==> src/common/cfx_pkg.sv <==
// shared constants and types for the exception frame unit
`default_nettype none
package cfx_pkg;
  // fault status codes
  localparam logic [3:0]  FS_NONE      = 4'h0;
  localparam logic [3:0]  FS_IFETCH    = 4'h4;
  localparam logic [3:0]  FS_OPWR      = 4'h8;
  localparam logic [3:0]  FS_WPROT     = 4'h9;
  localparam logic [3:0]  FS_OPRD      = 4'hC;
  // exception vector numbers
  localparam logic [7:0]  VEC_ACCESS   = 8'h02;
  localparam logic [7:0]  VEC_ADDR     = 8'h03;
  localparam logic [7:0]  VEC_ILLEGAL  = 8'h04;
  localparam logic [7:0]  VEC_LINE_A   = 8'h0A;
  localparam logic [7:0]  VEC_LINE_F   = 8'h0B;
  // frame layout
  localparam logic [1:0]  FMT_HI       = 2'h1;
  localparam logic [31:0] FRAME_BYTES  = 32'h0000_0008;
  localparam logic [31:0] PC_OFS       = 32'h0000_0004;
  localparam int          SR_T_BIT     = 15;
  localparam int          SR_S_BIT     = 13;
  // opword decode
  localparam logic [3:0]  LINE_A       = 4'hA;
  localparam logic [3:0]  LINE_F       = 4'hF;
  localparam logic [5:0]  WORD_BITS    = 6'h10;
  localparam int          IDX_FULL_BIT = 8;
  localparam logic [1:0]  IDX_SCALE8   = 2'h3;
  // register offsets and reset values
  localparam logic [7:0]  RA_VBR       = 8'h00;
  localparam logic [7:0]  RA_SSP       = 8'h04;
  localparam logic [7:0]  RA_STAT      = 8'h08;
  localparam logic [7:0]  RA_FPC       = 8'h0C;
  localparam logic [31:0] VBR_RST      = 32'h0000_0000;
  localparam logic [31:0] SSP_RST      = 32'h0000_0000;
  localparam logic [3:0]  SEL_ALL      = 4'hF;

  typedef enum logic [4:0] {
    CFX_IDLE   = 5'h01,
    CFX_WR_PC  = 5'h02,
    CFX_WR_FV  = 5'h04,
    CFX_RD_VEC = 5'h08,
    CFX_HALT   = 5'h10
  } cfx_state_t;
endpackage
`default_nettype wire

==> src/logic/cfx_exc_unit.sv <==
// exception detection, frame push and vector fetch of the core
`default_nettype none
// What this block does
// - frame is two longwords: format/vector over state word, then program counter.
// - format is 4 plus old stack pointer bits 1:0; pointer drops 8 to 11.
// - fault status only for access and address errors, else zeros.
// - fault status codes: fetch 0100, write 1000, protected 1001, read 1100.
// - vector is internal for faults, interrupt controller value for interrupts.
// - prefetch errors wait until used; flushed prefetches raise nothing.
// - executing a faulted word aborts with access error and no state change.
// - operand read error aborts at once; earlier register updates stay.
// - operand write errors are imprecise; program counter is where signalled.
// - no-operation instruction stalls for pending writes and reports their errors.
// - control transfer to an odd address raises an address error.
// - word index, scale eight or full-format extension raises an address error.
// - call faults after pushing return; return frame overwrites stacked address.
// - instructions are 16, 32 or 48 bits; opword is line, opmode, ea.
// - illegal operation word outside lines A and F raises vector 4.
// - unimplemented line A raises vector 10, line F raises vector 11.
// - extension words are never checked for legality.
// - line A legal for multiply-accumulate and quick move; line F for debug ops.
// - handler address is read from vector base plus four times vector.
// - exception entry saves state word, sets supervisor, clears trace.
module cfx_exc_unit #(
  parameter int PF_DEPTH    = 4,
  parameter bit MAC_PRESENT = 1'b1
) (
  input  wire logic        clk_i,          // core clock
  input  wire logic        rst_i,          // synchronous reset
  input  wire logic [7:0]  wb_adr_i,       // register byte address
  input  wire logic [31:0] wb_dat_i,       // register write data
  output logic      [31:0] wb_dat_o,       // register read data
  input  wire logic [3:0]  wb_sel_i,       // byte enables
  input  wire logic        wb_we_i,        // write strobe
  input  wire logic        wb_cyc_i,       // bus cycle
  input  wire logic        wb_stb_i,       // bus strobe
  output logic             wb_ack_o,       // bus acknowledge
  output logic      [31:0] m_adr_o,        // memory address
  output logic      [31:0] m_dat_o,        // memory write data
  input  wire logic [31:0] m_dat_i,        // memory read data
  output logic      [3:0]  m_sel_o,        // memory byte enables
  output logic             m_we_o,         // memory write
  output logic             m_cyc_o,        // memory cycle
  output logic             m_stb_o,        // memory strobe
  input  wire logic        m_ack_i,        // memory acknowledge
  input  wire logic        m_err_i,        // memory error during the frame
  input  wire logic        fetch_word_i,   // a prefetch word arrives
  input  wire logic        fetch_err_i,    // that word was fetched with an error
  input  wire logic        flush_i,        // prefetch queue discarded
  input  wire logic        exec_i,         // instruction at its boundary
  input  wire logic [15:0] opword_i,       // its operation word
  input  wire logic [15:0] ext1_i,         // its extension word 1
  input  wire logic [1:0]  ext_cnt_i,      // number of extension words
  input  wire logic        known_i,        // decoder recognised the opword
  input  wire logic        mac_op_i,       // opword is a multiply-accumulate op
  input  wire logic        indexed_i,      // indexed addressing mode in use
  input  wire logic        idx_word_i,     // word_index_register selected
  input  wire logic [1:0]  idx_scale_i,    // index scale code
  input  wire logic        nop_i,          // no_operation_instruction
  input  wire logic        rd_err_i,       // operand read error
  input  wire logic        wr_err_i,       // buffered operand write error
  input  wire logic        wr_prot_i,      // that write hit protected space
  input  wire logic        wr_pending_i,   // buffered writes outstanding
  input  wire logic [31:0] target_i,       // control transfer target
  input  wire logic        target_vld_i,   // target valid
  input  wire logic        call_i,         // transfer is a subroutine_call
  input  wire logic        call_pushed_i,  // return address push finished
  input  wire logic        irq_i,          // interrupt pending
  input  wire logic [7:0]  irq_vec_i,      // vector from the interrupt controller
  input  wire logic [31:0] pc_i,           // program counter of the instruction
  input  wire logic [15:0] sr_i,           // processor_state_word
  output logic             abort_o,        // abort the current instruction
  output logic             discard_o,      // abort without any state change
  output logic             stall_o,        // hold the instruction at its boundary
  output logic             exc_busy_o,     // exception processing underway
  output logic      [15:0] sr_new_o,       // state word for the handler
  output logic      [31:0] handler_pc_o,   // first handler address
  output logic             handler_go_o,   // start fetch at handler_pc_o
  output logic      [5:0]  inst_bits_o,    // length of the last instruction
  output logic             halt_o          // fault during exception processing
);
  localparam int CW = $clog2(PF_DEPTH + 1);

  cfx_pkg::cfx_state_t state_q;
  cfx_pkg::cfx_state_t nxt_state;
  logic [31:0]         vbr_q;
  logic [31:0]         ssp_q;
  logic [31:0]         fpc_q;
  logic [31:0]         fv_q;
  logic [31:0]         base_q;
  logic [31:0]         pcadr_q;
  logic [7:0]          vec_q;
  logic [3:0]          fs_q;
  logic                wr_err_q;
  logic [3:0]          wr_fs_q;
  logic                odd_pend_q;
  logic                odd_call_q;
  logic [PF_DEPTH-1:0] pf_q;
  logic [PF_DEPTH-1:0] pf_d;
  logic [PF_DEPTH-1:0] pf_shift;
  logic [CW-1:0]       pf_cnt_q;
  logic [CW-1:0]       pf_base;
  logic [CW-1:0]       take_n;
  logic                idle;
  logic                nop_hold;
  logic                exec_ok;
  logic                pf_hit;
  logic                idx_bad;
  logic                odd_fire;
  logic                raise;
  logic                r_disc;
  logic                r_wr;
  logic                r_odd;
  logic [7:0]          r_vec;
  logic [3:0]          r_fs;
  logic [31:0]         req_adr;
  logic [31:0]         req_dat;
  logic                req_we;
  logic [3:0]          chk_line;
  logic [5:0]          chk_bits;
  logic                chk_illegal;
  logic [7:0]          chk_vec;
  logic [31:0]         fr_word;
  logic [31:0]         fr_base;
  logic [31:0]         fr_pcadr;
  logic                wb_hit;
  logic [31:0]         wmask;

  cfx_opword_chk #(.MAC_PRESENT(MAC_PRESENT)) u_chk (
    .opword_i  (opword_i),
    .known_i   (known_i),
    .mac_op_i  (mac_op_i),
    .ext_cnt_i (ext_cnt_i),
    .line_o    (chk_line),
    .opmode_o  (),
    .ea_o      (),
    .bits_o    (chk_bits),
    .illegal_o (chk_illegal),
    .vec_o     (chk_vec)
  );

  cfx_frame_fmt u_frame (
    .sp_i    (ssp_q),
    .sr_i    (sr_i),
    .vec_i   (r_vec),
    .fs_i    (r_fs),
    .word_o  (fr_word),
    .base_o  (fr_base),
    .pcadr_o (fr_pcadr)
  );

  assign idle     = (state_q == cfx_pkg::CFX_IDLE);
  assign nop_hold = nop_i & wr_pending_i;
  assign exec_ok  = exec_i & ~nop_hold & idle;

  // prefetch error flags travel with their words; a flush drops them unseen
  assign take_n   = exec_ok ? CW'(ext_cnt_i) + CW'(1) : '0;
  assign pf_shift = flush_i ? '0 : pf_q >> take_n;
  assign pf_base  = (flush_i || pf_cnt_q < take_n) ? '0 : pf_cnt_q - take_n;
  assign pf_hit   = |(pf_q & ~({PF_DEPTH{1'b1}} << take_n));

  for (genvar i = 0; i < PF_DEPTH; i++)
  begin : g_pf
    assign pf_d[i] = pf_shift[i] | (fetch_word_i & fetch_err_i & (pf_base == CW'(i)));
  end

  always_ff @(posedge clk_i)
  begin
    if (rst_i)
    begin
      pf_q     <= '0;
      pf_cnt_q <= '0;
    end
    else
    begin
      pf_q     <= pf_d;
      pf_cnt_q <= pf_base + CW'(fetch_word_i & (pf_base != CW'(PF_DEPTH)));
    end
  end

  assign idx_bad  = indexed_i & (idx_word_i | (idx_scale_i == cfx_pkg::IDX_SCALE8)
                    | ext1_i[cfx_pkg::IDX_FULL_BIT]);
  // a call may fault only once its return address is on the stack
  assign odd_fire = odd_pend_q & (~odd_call_q | call_pushed_i);

  // priority: read error, odd target, then causes found at the boundary
  always_comb
  begin
    raise  = 1'b0;
    r_disc = 1'b0;
    r_wr   = 1'b0;
    r_odd  = 1'b0;
    r_vec  = cfx_pkg::VEC_ACCESS;
    r_fs   = cfx_pkg::FS_NONE;
    if (rd_err_i)
    begin
      raise = 1'b1;
      r_fs  = cfx_pkg::FS_OPRD;
    end
    else if (odd_fire)
    begin
      raise = 1'b1;
      r_odd = 1'b1;
      r_vec = cfx_pkg::VEC_ADDR;
      r_fs  = cfx_pkg::FS_IFETCH;
    end
    else if (exec_ok)
    begin
      r_disc = 1'b1;
      raise  = 1'b1;
      if (wr_err_q)
      begin
        r_wr = 1'b1;
        r_fs = wr_fs_q;
      end
      else if (pf_hit)
        r_fs = cfx_pkg::FS_IFETCH;
      else if (chk_illegal)
        r_vec = chk_vec;
      else if (idx_bad)
      begin
        r_vec = cfx_pkg::VEC_ADDR;
        r_fs  = cfx_pkg::FS_OPRD;
      end
      else if (irq_i)
      begin
        r_disc = 1'b0;
        r_vec  = irq_vec_i;
      end
      else
      begin
        raise  = 1'b0;
        r_disc = 1'b0;
      end
    end
  end

  // a write error arriving as the old one is reported stays pending
  always_ff @(posedge clk_i)
  begin
    if (rst_i)
    begin
      wr_err_q <= 1'b0;
      wr_fs_q  <= cfx_pkg::FS_NONE;
    end
    else if (wr_err_i)
    begin
      wr_err_q <= 1'b1;
      wr_fs_q  <= wr_prot_i ? cfx_pkg::FS_WPROT : cfx_pkg::FS_OPWR;
    end
    else if (idle & raise & r_wr)
      wr_err_q <= 1'b0;
  end

  always_ff @(posedge clk_i)
  begin
    if (rst_i)
    begin
      odd_pend_q <= 1'b0;
      odd_call_q <= 1'b0;
    end
    else if (target_vld_i & target_i[0])
    begin
      odd_pend_q <= 1'b1;
      odd_call_q <= call_i;
    end
    else if (idle & raise & r_odd)
      odd_pend_q <= 1'b0;
  end

  // pc longword first so both frame words land before the vector read
  always_comb
  begin
    req_adr   = pcadr_q;
    req_dat   = fpc_q;
    req_we    = 1'b1;
    nxt_state = state_q;
    unique case (state_q)
      cfx_pkg::CFX_WR_PC: nxt_state = cfx_pkg::CFX_WR_FV;
      cfx_pkg::CFX_WR_FV:
      begin
        req_adr   = base_q;
        req_dat   = fv_q;
        nxt_state = cfx_pkg::CFX_RD_VEC;
      end
      cfx_pkg::CFX_RD_VEC:
      begin
        req_adr   = vbr_q + {22'h0, vec_q, 2'h0};
        req_we    = 1'b0;
        nxt_state = cfx_pkg::CFX_IDLE;
      end
      cfx_pkg::CFX_IDLE: nxt_state = cfx_pkg::CFX_IDLE;
      cfx_pkg::CFX_HALT: nxt_state = cfx_pkg::CFX_HALT;
    endcase
  end

  always_ff @(posedge clk_i)
  begin
    if (rst_i)
    begin
      state_q      <= cfx_pkg::CFX_IDLE;
      m_cyc_o      <= 1'b0;
      m_stb_o      <= 1'b0;
      m_we_o       <= 1'b0;
      m_sel_o      <= 4'h0;
      m_adr_o      <= 32'h0000_0000;
      m_dat_o      <= 32'h0000_0000;
      handler_pc_o <= 32'h0000_0000;
      vec_q        <= 8'h00;
      fs_q         <= cfx_pkg::FS_NONE;
      fv_q         <= 32'h0000_0000;
      base_q       <= 32'h0000_0000;
      pcadr_q      <= 32'h0000_0000;
      fpc_q        <= 32'h0000_0000;
    end
    else if (idle)
    begin
      if (raise)
      begin
        state_q <= cfx_pkg::CFX_WR_PC;
        vec_q   <= r_vec;
        fs_q    <= r_fs;
        fv_q    <= fr_word;
        base_q  <= fr_base;
        pcadr_q <= fr_pcadr;
        fpc_q   <= pc_i;
      end
    end
    else if (m_cyc_o & m_err_i)
    begin
      state_q <= cfx_pkg::CFX_HALT;
      m_cyc_o <= 1'b0;
      m_stb_o <= 1'b0;
    end
    else if (m_cyc_o & m_ack_i)
    begin
      state_q <= nxt_state;
      m_cyc_o <= 1'b0;
      m_stb_o <= 1'b0;
      if (state_q == cfx_pkg::CFX_RD_VEC)
        handler_pc_o <= m_dat_i;
    end
    else if (~m_cyc_o & (state_q != cfx_pkg::CFX_HALT))
    begin
      m_cyc_o <= 1'b1;
      m_stb_o <= 1'b1;
      m_we_o  <= req_we;
      m_sel_o <= cfx_pkg::SEL_ALL;
      m_adr_o <= req_adr;
      m_dat_o <= req_dat;
    end
  end

  always_ff @(posedge clk_i)
  begin
    if (rst_i)
    begin
      abort_o      <= 1'b0;
      discard_o    <= 1'b0;
      stall_o      <= 1'b0;
      exc_busy_o   <= 1'b0;
      handler_go_o <= 1'b0;
      halt_o       <= 1'b0;
      sr_new_o     <= 16'h0000;
      inst_bits_o  <= 6'h00;
    end
    else
    begin
      abort_o      <= idle & raise;
      discard_o    <= idle & raise & r_disc;
      stall_o      <= exec_i & nop_hold;
      handler_go_o <= (state_q == cfx_pkg::CFX_RD_VEC) & m_cyc_o & m_ack_i & ~m_err_i;
      halt_o       <= (state_q == cfx_pkg::CFX_HALT);
      exc_busy_o   <= idle ? raise : (nxt_state != cfx_pkg::CFX_IDLE) | ~m_ack_i;
      if (exec_ok)
        inst_bits_o <= chk_bits;
      if (idle & raise)
      begin
        sr_new_o                    <= sr_i;
        sr_new_o[cfx_pkg::SR_S_BIT] <= 1'b1;
        sr_new_o[cfx_pkg::SR_T_BIT] <= 1'b0;
      end
    end
  end

  // register slave: answers every address one cycle after the strobe
  assign wb_hit = wb_cyc_i & wb_stb_i & ~wb_ack_o;
  for (genvar b = 0; b < 4; b++)
  begin : g_wmask
    assign wmask[8*b +: 8] = {8{wb_sel_i[b]}};
  end

  always_ff @(posedge clk_i)
  begin
    if (rst_i)
    begin
      wb_ack_o <= 1'b0;
      wb_dat_o <= 32'h0000_0000;
      vbr_q    <= cfx_pkg::VBR_RST;
      ssp_q    <= cfx_pkg::SSP_RST;
    end
    else
    begin
      wb_ack_o <= wb_hit;
      if (wb_hit & wb_we_i & (wb_adr_i == cfx_pkg::RA_VBR))
        vbr_q <= (vbr_q & ~wmask) | (wb_dat_i & wmask);
      // the hardware pointer update wins over a software write
      if (handler_go_o)
        ssp_q <= base_q;
      else if (wb_hit & wb_we_i & (wb_adr_i == cfx_pkg::RA_SSP))
        ssp_q <= (ssp_q & ~wmask) | (wb_dat_i & wmask);
      unique case (wb_adr_i)
        cfx_pkg::RA_VBR:  wb_dat_o <= vbr_q;
        cfx_pkg::RA_SSP:  wb_dat_o <= ssp_q;
        cfx_pkg::RA_STAT: wb_dat_o <= {8'h00, vec_q, 4'h0, fs_q, fv_q[31:28], 2'h0,
                                       halt_o, exc_busy_o};
        cfx_pkg::RA_FPC:  wb_dat_o <= fpc_q;
        default:          wb_dat_o <= 32'h0000_0000;
      endcase
    end
  end
endmodule
`default_nettype wire

==> src/logic/cfx_frame_fmt.sv <==
// exception frame word and address formatter
`default_nettype none
module cfx_frame_fmt (
  input  wire logic [31:0] sp_i,    // supervisor stack pointer before the frame
  input  wire logic [15:0] sr_i,    // saved processor state word
  input  wire logic [7:0]  vec_i,   // vector number
  input  wire logic [3:0]  fs_i,    // fault status
  output logic      [31:0] word_o,  // format, vector and state longword
  output logic      [31:0] base_o,  // frame base, also the new stack pointer
  output logic      [31:0] pcadr_o  // address of the program counter longword
);
  logic [3:0] fmt;

  // misalignment of the old pointer is folded into the format
  assign fmt     = {cfx_pkg::FMT_HI, sp_i[1:0]};
  assign word_o  = {fmt, fs_i[3:2], vec_i, fs_i[1:0], sr_i};
  // the frame sits on a longword boundary, so 8 to 11 bytes are dropped
  assign base_o  = {sp_i[31:2], 2'h0} - cfx_pkg::FRAME_BYTES;
  assign pcadr_o = base_o + cfx_pkg::PC_OFS;
endmodule
`default_nettype wire

==> src/logic/cfx_opword_chk.sv <==
// first-word legality check and field split
`default_nettype none
module cfx_opword_chk #(
  parameter bit MAC_PRESENT = 1'b1
) (
  input  wire logic [15:0] opword_i,  // operation word
  input  wire logic        known_i,   // decoder recognised the operation word
  input  wire logic        mac_op_i,  // operation word is a multiply_accumulate_unit op
  input  wire logic [1:0]  ext_cnt_i, // number of extension words
  output logic      [3:0]  line_o,    // line field
  output logic      [5:0]  opmode_o,  // operation-mode field
  output logic      [5:0]  ea_o,      // effective-address field
  output logic      [5:0]  bits_o,    // instruction length in bits
  output logic             illegal_o, // operation word may not execute
  output logic      [7:0]  vec_o      // vector to raise when illegal
);
  logic legal;

  assign line_o   = opword_i[15:12];
  assign opmode_o = opword_i[11:6];
  assign ea_o     = opword_i[5:0];
  assign bits_o   = cfx_pkg::WORD_BITS * (6'h01 + {4'h0, ext_cnt_i});

  // only the first word is judged; extension words never are
  always_comb
  begin
    legal = known_i;
    if (line_o == cfx_pkg::LINE_A)
      legal = mac_op_i ? MAC_PRESENT : known_i;
    illegal_o = ~legal;
    unique case (line_o)
      cfx_pkg::LINE_A: vec_o = cfx_pkg::VEC_LINE_A;
      cfx_pkg::LINE_F: vec_o = cfx_pkg::VEC_LINE_F;
      default:         vec_o = cfx_pkg::VEC_ILLEGAL;
    endcase
  end
endmodule
`default_nettype wire

==> config.mk <==
export PLATFORM = sky130hd
export DESIGN_NAME = cfx_exc_unit
export DESIGN_NICKNAME = d
export VERILOG_FILES = /design/src/common/cfx_pkg.sv /design/src/logic/cfx_exc_unit.sv /design/src/logic/cfx_frame_fmt.sv /design/src/logic/cfx_opword_chk.sv
export SDC_FILE = /design/constraint.sdc
export NUM_CORES = 1
export LEC_CHECK = 0
export ABC_AREA = 0
export BUFFER_PORTS_ARGS = -buffer_cell sky130_fd_sc_hd__buf_2
export CAP_MARGIN = 40
export CORE_MARGIN = 8
export CORE_UTILIZATION = 35
export DETAILED_ROUTE_END_ITERATION = 8
export PLACE_DENSITY_LB_ADDON = 0.05
export SLEW_MARGIN = 30
export SYNTH_ARGS = -nofsm -noshare
export SYNTH_HDL_FRONTEND = slang
export SYNTH_SLANG_ARGS = --single-unit
==> constraint.sdc <==
create_clock -name clk_i -period 7.8 [get_ports clk_i]
set_input_delay 0.78 -clock clk_i [delete_from_list [all_inputs] [get_ports clk_i]]
set_output_delay 0.78 -clock clk_i [all_outputs]
set_load 0.01 [all_outputs]
==> flow_summary_export.csv <==
group,metric,value,unit
outcome,status,"complete, no violations",
flow_run,cap_violations,0,
setup_path,r2r_cells,10,
global_routing,grt_max_degree,169,
sta,finalSetupViolCount,0,
setup_path,crit_arrival,4660,ps
routing,ant_nets,0,
clock_tree,numClockSinks,343,
setup_path,worstSetupPathType,"reg -> reg",
setup_path,critical_path.startpoint_type,"flip-flop",
sta,drv_slew,0,
setup_path,required,8240,ps
setup_path,worstPathCellList,"inv_1, ha_1, nor3b_1, xnor2_1, o41ai_1, nand4_1, or2_1, nor3_1, a2111oi_0, a311o_1",
synthesis,synth_cell_type_count,67,
setup_path,r2r_slack,3570,ps
clock_tree,insertion_delay,560,ps
pwr,leakagePower,8.24,nW
synthesis,synthTopCellsByArea,"dfxtp_1, nand2_1, nor2_1",
hold_path,hp-class,"in -> reg",
cells_and_area,post_route_cells_drive_above_1_share,21.9,%
synthesis,yosysTopAreaCell,"dfxtp_1",
setup_path,crit_path_max_fanout,7,
cells_and_area,nets,2406,
setup_path,critical_path.max_stage_delay,670,ps
clock_tree,postCtsSetupRepairBufs,0,
cells_and_area,final_area,0.0194,mm²
routing,routedWlPerCell,21.4,µm
synthesis,synth.yosys.seq_area_share,42.9,%
routing,viasPerCell,5.25,
cells_and_area,stdcell_count,2802,
die,rows,78,
global_routing,overflow,0,
synthesis,synth_top_area_share,42.9,%
synthesis,synthFlopType,"dfxtp_1",
routing,dr.pass1.iters,5,
sta,slew-limit-headroom,39.7,%
global_routing,grt_pass1_vias,14300,
synthesis,async_flop_share,0,%
pwr,pwr-share-seq,37.0,%
sta,fin_skew,17.1,ps
synthesis,synth_commonest_cells,"dfxtp_1, nand2_1, nor2_1",
synthesis,syn_inst,1933,
clock_tree,ctsResizeCount,0,
clock_tree,h-tree-depth,2,
die,die_w,230,µm
synthesis,avgSynthCellArea,8.28,µm²
pwr,combPwrFrac,31.4,%
pwr,p_int,0.00405,W
global_routing,grt_pass1_wl,90000,µm
routing,drt-total-wl,59900,µm
routing,routed-via-count,14700,
sta,period_minus_slack,4230,ps
hold_path,hp-start,"m_err_i",
sta,timing.setup.tns,0,ps
die,core,0.0453,mm²
global_routing,grt_use_total,21.8,%
synthesis,yosysWarnings,0,
pwr,p_switching,0.00235,W
placement,gp_congestion,0.834,
pwr,switching_share,36.7,%
clock_tree,cts-root-buf,"clkbuf_16",
hold_path,hold_end,"handler_go_o$_SDFF_PP0_",
placement,post_dp_cell_area,0.0180,mm²
global_routing,antenna_found_initial,8,
sta,finalCritPeriodShare,54.2,%
sta,fmax,237,MHz
placement,hpwl,43700,µm
setup_path,r2r_end,"pcadr_q[30]$_SDFFE_PP0P_",
sta,rsz0062_at_grt,"false",
sta,max_slew.worst_pin.slew,905,ps
synthesis,synth_most_common_cell,"dfxtp_1",
pwr,p_per_area,330,mW/mm²
clock_tree,cts_tree,"yes",
sta,hold_viol,0,
placement,dp.cells,2717,
die,io_pins,388,
pwr,peakVddDrop,160,µV
placement,port_buffers,324,
clock_tree,clk_pin_slew,60,ps
hold_path,hold_depth,2,
clock_tree,cts_buffers,41,
routing,drtIter0Drc,1124,
clock_tree,clock_path_buffers,3,
setup_path,end_kind,"flip-flop",
routing,drc,0,
synthesis,synth-seq-cells,343,
synthesis,synth_edf_count,0,
synthesis,synthesis.area,0.0160,mm²
cells_and_area,area_growth,21.3,%
die,dieArea,0.0529,mm²
clock_tree,holdBufCountCts,0,
die,dieHeight,230,µm
die,start_util,35.4,%
setup_path,cpMaxStageDelayCell,"o41ai_1",
pwr,power.clock.fraction,31.6,%
==> cells in the final DEF, fill, tap and decap left out, drive strengths merged, types with 9 or more instances in the layout <==
| master | instances |
|---|---|
| a311oi | 33 |
| clkbuf | 64 |
| nor3 | 59 |
| nand2 | 313 |
| a21oi | 166 |
| and3 | 9 |
| nand4 | 20 |
| a22oi | 23 |
| or3 | 12 |
| a211oi | 46 |
| mux2i | 85 |
| nand3 | 27 |
| mux2 | 46 |
| nor3b | 9 |
| xor2 | 23 |
| nand2b | 12 |
| a221oi | 17 |
| or4 | 11 |
| buf | 348 |
| xnor2 | 49 |
| nor2b | 10 |
| o21ai | 24 |
| nor2 | 269 |
| dfxtp | 343 |
| a221o | 17 |
| inv | 17 |
| nor4 | 14 |
| and2 | 10 |
| nand3b | 9 |
| ha | 17 |
==> per-layer routing <==
layer | global-route usage (%) | wire [µm] | vias to the layer above
met2 | 35.6 | 27800 | 452
li1 | - | - | 7227
met1 | 28.5 | 26800 | 6952
met5 | 0 | 26 | -
met4 | 6.97 | 1830 | 4
met3 | 4.37 | 3380 | 86
==> per-stage QoR <==
| step | worst slack (ps) | util, % | hold slack [ps] | total power [W] |
|---|---|---|---|---|
| after floorplan | 4490 | - | 431 | 0.00369 |
| after global placement | 3650 | 39.4 | 429 | 0.00439 |
| after detailed placement | 3640 | 39.7 | 444 | 0.00446 |
| after CTS | 3630 | 42.8 | 394 | 0.00650 |
| after global routing | 3180 | 42.9 | 409 | 0.00681 |
| final | 3570 | 42.9 | 430 | 0.00640 |
==> worst max path at each step <==
stage | endpoint | slack (ps)
floorplan | pcadr_q[30]$_SDFFE_PP0P_ | 4490
global placement | vec_q[0]$_SDFFE_PP0P_ | 3650
detailed placement | pcadr_q[30]$_SDFFE_PP0P_ | 3640
CTS | pcadr_q[30]$_SDFFE_PP0P_ | 3630
global route | pcadr_q[30]$_SDFFE_PP0P_ | 3180
finish | pcadr_q[30]$_SDFFE_PP0P_ | 3570
==> cells by family (layout without fill, tap and decap cells) <==
group,count (synthesis),after routing,synth area share (%)
other,1,11,0.0234
XOR/XNOR,72,72,3.94
multiplexers,131,131,8.55
AO/OA/AOI/OAI,381,381,15.9
buffers and inverters,183,442,4.98
adder cells (fa/ha/maj),19,19,1.58
AND/OR/NAND/NOR,803,803,22.2
flip-flops,343,343,42.9
==> cell type report <==
type | instances | area, µm²
well taps | 600 | 751
multi-input cells | 1411 | 8410
diodes | 6 | 15.0
flip-flops and latches | 343 | 6870
inverters | 16 | 60.1
repair buffers | 350 | 1890
clock inverters | 13 | 169
clock buffers | 63 | 1260
fillers | 4704 | 25900
==> power groups by stage <==
| stage | logic [W] | clock network [W] | registers [W] |
|---|---|---|---|
| after detailed placement | 0.00205 | 0 | 0.00241 |
| after CTS | 0.00205 | 0.00208 | 0.00237 |
| after global routing | 0.00225 | 0.00215 | 0.00241 |
| final | 0.00201 | 0.00202 | 0.00237 |
| after global placement | 0.00199 | 0 | 0.00240 |
| after floorplan | 0.00132 | 0 | 0.00236 |
==> worst max-delay path: cells and delay by family, from the launching register on <==
family | cells | cell delay, ps
AOI/OAI and AO/OA | 3 | 1180
xor gates and xnor gates | 1 | 120
adders and majority gates | 1 | 370
buffers and inverters | 1 | 190
DFF | 1 | 380
and+or+nand+nor | 4 | 1870
(Power assumes the default switching activity.)
